<file path="config.mk">
export PLATFORM = sky130hd
export DESIGN_NAME = fids_exec
export DESIGN_NICKNAME = d
export VERILOG_FILES = /design/src/core/fids_pkg.sv /design/src/core/fids_alu.sv /design/src/core/fids_exec.sv
export SDC_FILE = /design/constraint.sdc
export NUM_CORES = 1
export LEC_CHECK = 0
export ABC_AREA = 1
export ABC_CLOCK_PERIOD_IN_PS = 4030
export CAP_MARGIN = 25
export CORE_ASPECT_RATIO = 0.7
export CORE_MARGIN = 1
export CORE_UTILIZATION = 55
export CTS_CLUSTER_DIAMETER = 40
export DETAILED_ROUTE_END_ITERATION = 8
export DONT_BUFFER_PORTS = 1
export MAX_ROUTING_LAYER = met4
export PLACE_DENSITY = 0.81
export SLEW_MARGIN = 20
export SYNTH_ARGS = -nofsm -noshare
export SYNTH_HDL_FRONTEND = slang
export SYNTH_SLANG_ARGS = --single-unit
</file>
<file path="constraint.sdc">
create_clock -name sys_clk -period 4.03 [get_ports sys_clk]
set_clock_uncertainty 0.1 [all_clocks]
set_input_delay 0.403 -clock sys_clk [delete_from_list [all_inputs] [get_ports sys_clk]]
set_output_delay 0.403 -clock sys_clk [all_outputs]
set_load 0.01 [all_outputs]
</file>
<file path="src/core/fids_pkg.sv">
// package: shared constants and types for the file/branch execution block
package fids_pkg;

  // widths
  localparam int INSTR_W = 14;
  localparam int DATA_W = 8;
  localparam int FADDR_W = 7;
  localparam int PC_W = 15;
  localparam int BR_W = 11;
  localparam int LATCH_W = 7;

  // instruction field positions
  localparam int OPC_HI = 13;
  localparam int OPC_LO = 8;
  localparam int BR_OPC_LO = 11;
  localparam int DEST_BIT = 7;
  localparam int LATCH_HI = 6;
  localparam int LATCH_LO = 3;

  // opcode values (bits 13:8, branch uses bits 13:11)
  localparam logic [5:0] OPC_DEC_SKIP = 6'h0b;
  localparam logic [5:0] OPC_INC_SKIP = 6'h0f;
  localparam logic [5:0] OPC_INC = 6'h0a;
  localparam logic [5:0] OPC_OR_FILE = 6'h04;
  localparam logic [5:0] OPC_OR_LIT = 6'h38;
  localparam logic [2:0] OPC_BRANCH = 3'h5;

  // reset values and arithmetic constants
  localparam logic [DATA_W-1:0] W_RST = 8'h00;
  localparam logic [PC_W-1:0] PC_RST = 15'h0000;
  localparam logic [PC_W-1:0] PC_STEP = 15'h0001;
  localparam logic [DATA_W-1:0] ONE = 8'h01;
  localparam logic [DATA_W-1:0] ZERO = 8'h00;
  localparam logic [DATA_W-1:0] ALL_ONES = 8'hff;

  // decoded operation
  typedef enum logic [2:0] {
    OP_NONE,
    OP_DEC_SKIP,
    OP_INC_SKIP,
    OP_INC,
    OP_OR_FILE,
    OP_OR_LIT,
    OP_BRANCH
  } fids_op_t;

  // execution mode: normal, or discarding the word after a skip or branch
  typedef enum logic {
    MODE_EXEC,
    MODE_FLUSH
  } fids_mode_t;

endpackage

</file>
<file path="src/core/fids_alu.sv">
// arithmetic unit: increment, decrement and inclusive or on 8-bit operands
`timescale 1ns/1ps
module fids_alu #(
  parameter int DATA_W = fids_pkg::DATA_W
) (
  // operation and operands
  input wire fids_pkg::fids_op_t op,
  input wire logic [DATA_W-1:0] work,
  input wire logic [DATA_W-1:0] file,
  input wire logic [DATA_W-1:0] lit,
  // result
  output logic [DATA_W-1:0] result,
  output logic res_zero
);

  // one result path per operation; unknown operations pass the file value
  always_comb
  begin
    unique case (op)
      fids_pkg::OP_DEC_SKIP: result = DATA_W'(file - fids_pkg::ONE);
      fids_pkg::OP_INC_SKIP, fids_pkg::OP_INC: result = DATA_W'(file + fids_pkg::ONE);
      fids_pkg::OP_OR_FILE: result = work | file;
      fids_pkg::OP_OR_LIT: result = work | lit;
      default: result = file;
    endcase
  end

  // zero detect feeds both the skip decision and the zero flag
  assign res_zero = (result == fids_pkg::ZERO);

endmodule

</file>
<file path="src/core/fids_exec.sv">
// execution unit for increment/decrement-skip, inclusive or and unconditional branch
//
// How it works
// - decrement-and-skip subtracts one from the addressed file and sends it to work or file by d, flags untouched.
// - a zero decrement result discards the next word as a nop, so the instruction takes two cycles.
// - increment-and-skip adds one to the addressed file and sends it to work or file by d, flags untouched.
// - a zero increment-and-skip result discards the next word as a nop, giving two cycles.
// - the branch loads its 11-bit immediate into program counter bits 10:0.
// - the branch fills program counter bits 14:11 from high-latch bits 6:3.
// - the branch always takes two cycles, the prefetched word being discarded.
// - or-with-literal ors work with the 8-bit literal into work and updates zero.
// - increment adds one to the addressed file, sends it by d and updates zero.
// - or-with-file ors work with the addressed file, sends it by d and updates zero.
`timescale 1ns/1ps
module fids_exec #(
  parameter int DATA_W = fids_pkg::DATA_W,
  parameter int FADDR_W = fids_pkg::FADDR_W,
  parameter int PC_W = fids_pkg::PC_W
) (
  // clock, reset, enable
  input wire logic sys_clk,
  input wire logic rst,
  input wire logic ce,
  // instruction stream
  input wire logic instr_valid,
  input wire logic [fids_pkg::INSTR_W-1:0] instr,
  output logic instr_ready,
  output logic discard,
  // program counter high latch from the core
  input wire logic [fids_pkg::LATCH_W-1:0] pc_high_latch,
  // file register read port
  output logic [FADDR_W-1:0] file_raddr,
  input wire logic [DATA_W-1:0] file_rdata,
  // file register write port
  output logic file_we,
  output logic [FADDR_W-1:0] file_waddr,
  output logic [DATA_W-1:0] file_wdata,
  // core state
  output logic [DATA_W-1:0] work_reg,
  output logic zero_flag,
  output logic [PC_W-1:0] pc
);

  //////////////////////////////////////////////////////////////////////////////

  typedef struct packed {
    fids_pkg::fids_mode_t mode;
    logic [DATA_W-1:0] work;
    logic zero;
    logic [PC_W-1:0] pc;
    logic we;
    logic [FADDR_W-1:0] waddr;
    logic [DATA_W-1:0] wdata;
  } fids_state_t;

  fids_state_t st_reg;
  fids_state_t st_next;
  fids_pkg::fids_op_t op;
  logic [DATA_W-1:0] fdata;
  logic [DATA_W-1:0] result;
  logic res_zero;
  logic dest_file;
  logic exec_now;
  logic [fids_pkg::OPC_HI-fids_pkg::OPC_LO:0] opc;

  //////////////////////////////////////////////////////////////////////////////

  // decode; anything outside this subset runs as a plain one-cycle nop
  assign opc = instr[fids_pkg::OPC_HI:fids_pkg::OPC_LO];
  always_comb
  begin
    if (instr[fids_pkg::OPC_HI:fids_pkg::BR_OPC_LO] == fids_pkg::OPC_BRANCH)
      op = fids_pkg::OP_BRANCH;
    else if (opc == fids_pkg::OPC_DEC_SKIP)
      op = fids_pkg::OP_DEC_SKIP;
    else if (opc == fids_pkg::OPC_INC_SKIP)
      op = fids_pkg::OP_INC_SKIP;
    else if (opc == fids_pkg::OPC_INC)
      op = fids_pkg::OP_INC;
    else if (opc == fids_pkg::OPC_OR_FILE)
      op = fids_pkg::OP_OR_FILE;
    else if (opc == fids_pkg::OPC_OR_LIT)
      op = fids_pkg::OP_OR_LIT;
    else
      op = fids_pkg::OP_NONE;
  end

  assign dest_file = instr[fids_pkg::DEST_BIT];
  assign file_raddr = instr[FADDR_W-1:0];
  assign exec_now = ce && instr_valid && (st_reg.mode == fids_pkg::MODE_EXEC);

  // the write lands one cycle late, so a back-to-back read of the same file is
  // forwarded here instead of stalling the stream
  assign fdata = (st_reg.we && st_reg.waddr == file_raddr) ? st_reg.wdata : file_rdata;

  fids_alu #(
    .DATA_W(DATA_W)
  ) u_alu (
    .op(op),
    .work(st_reg.work),
    .file(fdata),
    .lit(instr[DATA_W-1:0]),
    .result(result),
    .res_zero(res_zero)
  );

  //////////////////////////////////////////////////////////////////////////////

  // next state: one word consumed per enabled cycle with a valid word
  always_comb
  begin
    st_next = st_reg;
    st_next.we = 1'b0;
    if (instr_valid && st_reg.mode == fids_pkg::MODE_FLUSH)
    begin
      st_next.pc = PC_W'(st_reg.pc + fids_pkg::PC_STEP);
      st_next.mode = fids_pkg::MODE_EXEC;
    end
    else if (instr_valid)
    begin
      st_next.pc = PC_W'(st_reg.pc + fids_pkg::PC_STEP);
      unique case (op)
        fids_pkg::OP_DEC_SKIP, fids_pkg::OP_INC_SKIP, fids_pkg::OP_INC, fids_pkg::OP_OR_FILE:
        begin
          if (dest_file)
          begin
            st_next.we = 1'b1;
            st_next.waddr = file_raddr;
            st_next.wdata = result;
          end
          else
          begin
            st_next.work = result;
          end
          // skip forms leave the zero flag alone
          if (op == fids_pkg::OP_INC || op == fids_pkg::OP_OR_FILE)
            st_next.zero = res_zero;
          // untaken skip stays in exec mode
          if (op != fids_pkg::OP_INC && op != fids_pkg::OP_OR_FILE && res_zero)
            st_next.mode = fids_pkg::MODE_FLUSH;
        end
        fids_pkg::OP_OR_LIT:
        begin
          st_next.work = result;
          st_next.zero = res_zero;
        end
        fids_pkg::OP_BRANCH:
        begin
          st_next.pc = {pc_high_latch[fids_pkg::LATCH_HI:fids_pkg::LATCH_LO],
                        instr[fids_pkg::BR_W-1:0]};
          st_next.mode = fids_pkg::MODE_FLUSH;
        end
        fids_pkg::OP_NONE:
        begin
          st_next.mode = fids_pkg::MODE_EXEC;
        end
      endcase
    end
  end

  // state register; ce low freezes everything including the pending write
  always_ff @(posedge sys_clk or posedge rst)
  begin
    if (rst)
    begin
      st_reg.mode <= fids_pkg::MODE_EXEC;
      st_reg.work <= fids_pkg::W_RST;
      st_reg.zero <= 1'b0;
      st_reg.pc <= fids_pkg::PC_RST;
      st_reg.we <= 1'b0;
      st_reg.waddr <= '0;
      st_reg.wdata <= fids_pkg::W_RST;
    end
    else if (ce)
    begin
      st_reg <= st_next;
    end
  end

  //////////////////////////////////////////////////////////////////////////////

  // outputs
  assign instr_ready = ce;
  assign discard = ce && instr_valid && (st_reg.mode == fids_pkg::MODE_FLUSH);
  assign file_we = st_reg.we && ce; // a frozen cycle must not write twice
  assign file_waddr = st_reg.waddr;
  assign file_wdata = st_reg.wdata;
  assign work_reg = st_reg.work;
  assign zero_flag = st_reg.zero;
  assign pc = st_reg.pc;

  //////////////////////////////////////////////////////////////////////////////

  // checks on the executed result and its timing
  a_dec_result: assert property (@(posedge sys_clk) disable iff (rst)
    exec_now && op == fids_pkg::OP_DEC_SKIP && dest_file
    |=> st_reg.we && st_reg.wdata == DATA_W'($past(fdata) - fids_pkg::ONE))
    else $error("decrement result not written to file");

  a_dec_skip_zero: assert property (@(posedge sys_clk) disable iff (rst)
    exec_now && op == fids_pkg::OP_DEC_SKIP && fdata == fids_pkg::ONE
    ##1 (ce && instr_valid) |-> discard)
    else $error("zero decrement did not discard next word");

  a_skip_keeps_flag: assert property (@(posedge sys_clk) disable iff (rst)
    exec_now && (op == fids_pkg::OP_INC_SKIP || op == fids_pkg::OP_DEC_SKIP)
    |=> zero_flag == $past(zero_flag))
    else $error("skip instruction changed zero flag");

  a_inc_skip_work: assert property (@(posedge sys_clk) disable iff (rst)
    exec_now && op == fids_pkg::OP_INC_SKIP && !dest_file
    |=> work_reg == DATA_W'($past(fdata) + fids_pkg::ONE) && !st_reg.we)
    else $error("increment-skip result not in work");

  a_inc_skip_zero: assert property (@(posedge sys_clk) disable iff (rst)
    exec_now && op == fids_pkg::OP_INC_SKIP && fdata == fids_pkg::ALL_ONES
    |=> st_reg.mode == fids_pkg::MODE_FLUSH)
    else $error("zero increment-skip did not skip");

  a_branch_target: assert property (@(posedge sys_clk) disable iff (rst)
    exec_now && op == fids_pkg::OP_BRANCH
    |=> pc == {$past(pc_high_latch[fids_pkg::LATCH_HI:fids_pkg::LATCH_LO]),
               $past(instr[fids_pkg::BR_W-1:0])})
    else $error("branch target wrong");

  a_branch_two_cycles: assert property (@(posedge sys_clk) disable iff (rst)
    exec_now && op == fids_pkg::OP_BRANCH ##1 (ce && instr_valid)
    |-> discard ##1 (st_reg.mode == fids_pkg::MODE_EXEC))
    else $error("branch not two cycles");

  a_or_literal: assert property (@(posedge sys_clk) disable iff (rst)
    exec_now && op == fids_pkg::OP_OR_LIT
    |=> work_reg == ($past(st_reg.work) | $past(instr[DATA_W-1:0]))
        && zero_flag == (work_reg == fids_pkg::ZERO))
    else $error("or with literal wrong");

  a_inc_zero_flag: assert property (@(posedge sys_clk) disable iff (rst)
    exec_now && op == fids_pkg::OP_INC
    |=> zero_flag == ($past(fdata) == fids_pkg::ALL_ONES))
    else $error("increment zero flag wrong");

  a_or_file_dest: assert property (@(posedge sys_clk) disable iff (rst)
    exec_now && op == fids_pkg::OP_OR_FILE && dest_file
    |=> st_reg.we && st_reg.wdata == ($past(st_reg.work) | $past(fdata))
        && work_reg == $past(st_reg.work))
    else $error("or with file wrong");

  a_single_cycle: assert property (@(posedge sys_clk) disable iff (rst)
    exec_now && (op == fids_pkg::OP_INC || op == fids_pkg::OP_OR_FILE
                 || op == fids_pkg::OP_OR_LIT)
    |=> st_reg.mode == fids_pkg::MODE_EXEC)
    else $error("single-cycle instruction stretched");

endmodule

</file>
==> results.json <==
{
  "status": "finished clean",
  "root_buffer": "clkbuf_8",
  "synth_cells": 499,
  "start_util_pct": 58.76,
  "path_max_fanout": 4,
  "wl_per_cell_um": 16.20,
  "ir_drop_v": 0.0002153,
  "ff2ff_path_depth": 22,
  "cts_resized": 0,
  "syn_area_sq_um": 3450,
  "nets": 494,
  "timing.fmax_ghz": 0.2830,
  "vias": 2977,
  "gr-usage-met2_pct": 43.31,
  "gr-usage-all-layers_pct": 28.94,
  "path_clk_slew_ns": 0.09,
  "routed_via_density": 5.628,
  "slew_headroom_pct": 38.06,
  "p_leak_uw": 0.001705,
  "synth_edf_count": 0,
  "p_per_area_nw_per_um2": 388.0,
  "dr.pass1.iters": 4,
  "cts_max_level": 2,
  "place_hpwl_um": 6609,
  "cts_tree": "done",
  "synth_top_area_share_pct": 29.74,
  "drc_errors": 0,
  "synth_area_leaders": "dfrtp_1, nand2_1, buf_4, inv_1, o21ai_0",
  "rrSetupSlack_ns": 0.50,
  "grt-busiest-layer": "met2",
  "cts_max_path_buffers": 2,
  "avgSynthCellArea_sq_um": 6.913,
  "maxCapViolations": 0,
  "cts_made_buffers": 5,
  "setup_tns_ns": 0,
  "async_reset_ff_share_pct": 100.0,
  "timing.rr.start": "file_waddr[2]",
  "yosysMostFrequentCell": "nand2_1",
  "drtIter0Drc": 257,
  "clkPwrFrac_pct": 27.5,
  "power.total_uw": 1278,
  "drtAntennaViolNets": 0,
  "ios": 82,
  "synth_cell_types": 42,
  "grt_first_pass_wirelength_um": 14510,
  "syn-num-nets": 540,
  "yosys_warnings": 0,
  "gr-usage-met3_pct": 8.172,
  "post_cts_buffers": 0,
  "cts.sinks": 41,
  "switching_power_uw": 475.9,
  "crit_type": "flop to flop",
  "swShare_pct": 37.24,
  "fin_crit_sh_pct": 87.69,
  "hold_class": "primary input to async pin",
  "power_frac_comb_pct": 23.8,
  "hold_viol_final": 0,
  "syn2layout_area_growth_pct": -4.498,
  "die_w_um": 96.66,
  "endpoint_kind": "flop",
  "rows": 23,
  "sequentialPowerShare_pct": 48.7,
  "synth_ff_type": "dfrtp_1",
  "antenna_cells": 0,
  "drive_above_1_share_pct": 9.912,
  "cp-start-kind": "flop",
  "rsz0062_at_grt": "no",
  "setup_viol": 0,
  "grt-ovfl-total": 0,
  "totalWireLength_um": 8570,
  "clk-insertion-delay-late_ns": 0.30,
  "routabilityCongestion": 0.9549,
  "largest_reg_flops": 15,
  "numPortBuffers": 0,
  "p_int_uw": 802.2,
  "holdBufCountCts": 0,
  "finalMaxSlewViolations": 0,
  "crit_arrival_ns": 3.62,
  "synth_top_area_cell": "dfrtp_1",
  "die_h_um": 68.26,
  "core_area_sq_um": 5871,
  "die_area_sq_um": 6598,
  "use_met1_pct": 38.62,
  "antenna_found_initial": 0,
  "required_ns": 4.12,
  "ys_ff_latch": 41,
  "r2r-end": "st_reg[40]",
  "min_period_ns": 3.534,
  "yosysSeqAreaShare_pct": 29.74,
  "grt_pass1_vias": 2895,
  "synth.top_cells.by_count": "nand2_1, inv_1, o21ai_0, buf_4, dfrtp_1",
  "tightest_slew_ns": 0.9269,
  "grt_max_degree": 42
}
==> power groups by stage <==
stage                     Clock [uW]  Sequential (uW)  Combinational [uW]
final                            352              622                 304
after global routing             372              636                 351
after CTS                        354              622                 300
after detailed placement           0              630                 297
after global placement             0              627                 282
after floorplan                    0              553                 408
==> critical path: stages, from the launching register on <==
cell and delay (ns):
dfrtp_1 0.45, xnor2_1 0.27, nand2_1 0.09, nor2_1 0.11, nand2_1 0.17, inv_1 0.14
nand2_1 0.06, nand2_1 0.16, inv_1 0.10, fa_1 0.40, inv_1 0.11, a31oi_1 0.11
or2_2 0.29, nand3_1 0.09, nand3_1 0.08, inv_1 0.10, nand3_1 0.10, nor2_2 0.15
nand3_1 0.09, nand2_1 0.08, nand2_1 0.05, nand2_1 0.06, nand2_1 0.05
==> final cells by class <==
type                            instances  area (sq um)
Tap cell                               75         93.84
Clock inverter                          1         30.03
Timing Repair Buffer                    2         15.01
Multi-Input combinational cell        322          1738
Clock buffer                            7         86.33
Sequential cell                        41          1026
Fill cell                             572          2576
Inverter                               81         305.3
==> metal layers <==
metal / share of wire, % / routed length (um)
met5: 0 / 0
met4: 1.3 / 110
met3: 10 / 885
met2: 42 / 3584
met1: 47 / 3991
==> cells in the final DEF, fill, tap and decap left out, types with 2 or more instances in the layout <==
master      n
o21ai_0    47
ha_1        7
nand4_1     6
o221ai_1    3
nor4_1      2
o21ai_1     5
a22oi_1     3
nand3b_1    3
inv_2       7
nand2_2     5
nand3_1    32
nor2_4      3
nand2_1   115
dfrtp_1    41
nand2_4     4
nor3_2      3
clkbuf_8    6
nand3_2     3
or2_2       3
a21oi_1    24
a21oi_2     2
xor2_1     11
o211ai_1    2
buf_4       2
inv_1      72
nor2_1     26
==> metrics by stage <==
step	instances	setup WS (ns)	hold WS [ns]	instance area (sq um)	utilization, %
after floorplan	499	1.191	0.3669	3450	-
after global placement	521	0.7318	0.3639	3178	54.13
after detailed placement	521	0.6201	0.3684	3178	54.13
after CTS	529	0.5564	0.04665	3294	56.12
after global routing	529	0.2137	0.07662	3294	56.12
final	529	0.4962	0.01390	3294	56.12
==> how the worst max path moves through the flow <==
stage,start,depth (start not counted),end,slack [ns]
floorplan,instr[4],24,st_reg[40],1.19
global placement,file_waddr[2],22,st_reg[40],0.73
detailed placement,file_waddr[2],22,st_reg[40],0.62
CTS,file_waddr[2],22,st_reg[40],0.56
global route,file_waddr[2],22,st_reg[40],0.21
finish,file_waddr[2],22,st_reg[40],0.50
==> logic make-up (layout without fill, tap and decap cells) <==
group	Yosys count	after routing	synth area share (%)
AO/OA/AOI/OAI	90	90	14.26
XOR/XNOR	12	12	3.047
buffers and inverters	136	91	19.88
multiplexers	1	1	0.3264
AND/OR/NAND/NOR	211	211	29.63
adder cells (fa/ha/maj)	8	8	3.119
flip-flops	41	41	29.74
Power figures use the tool's default switching activity.
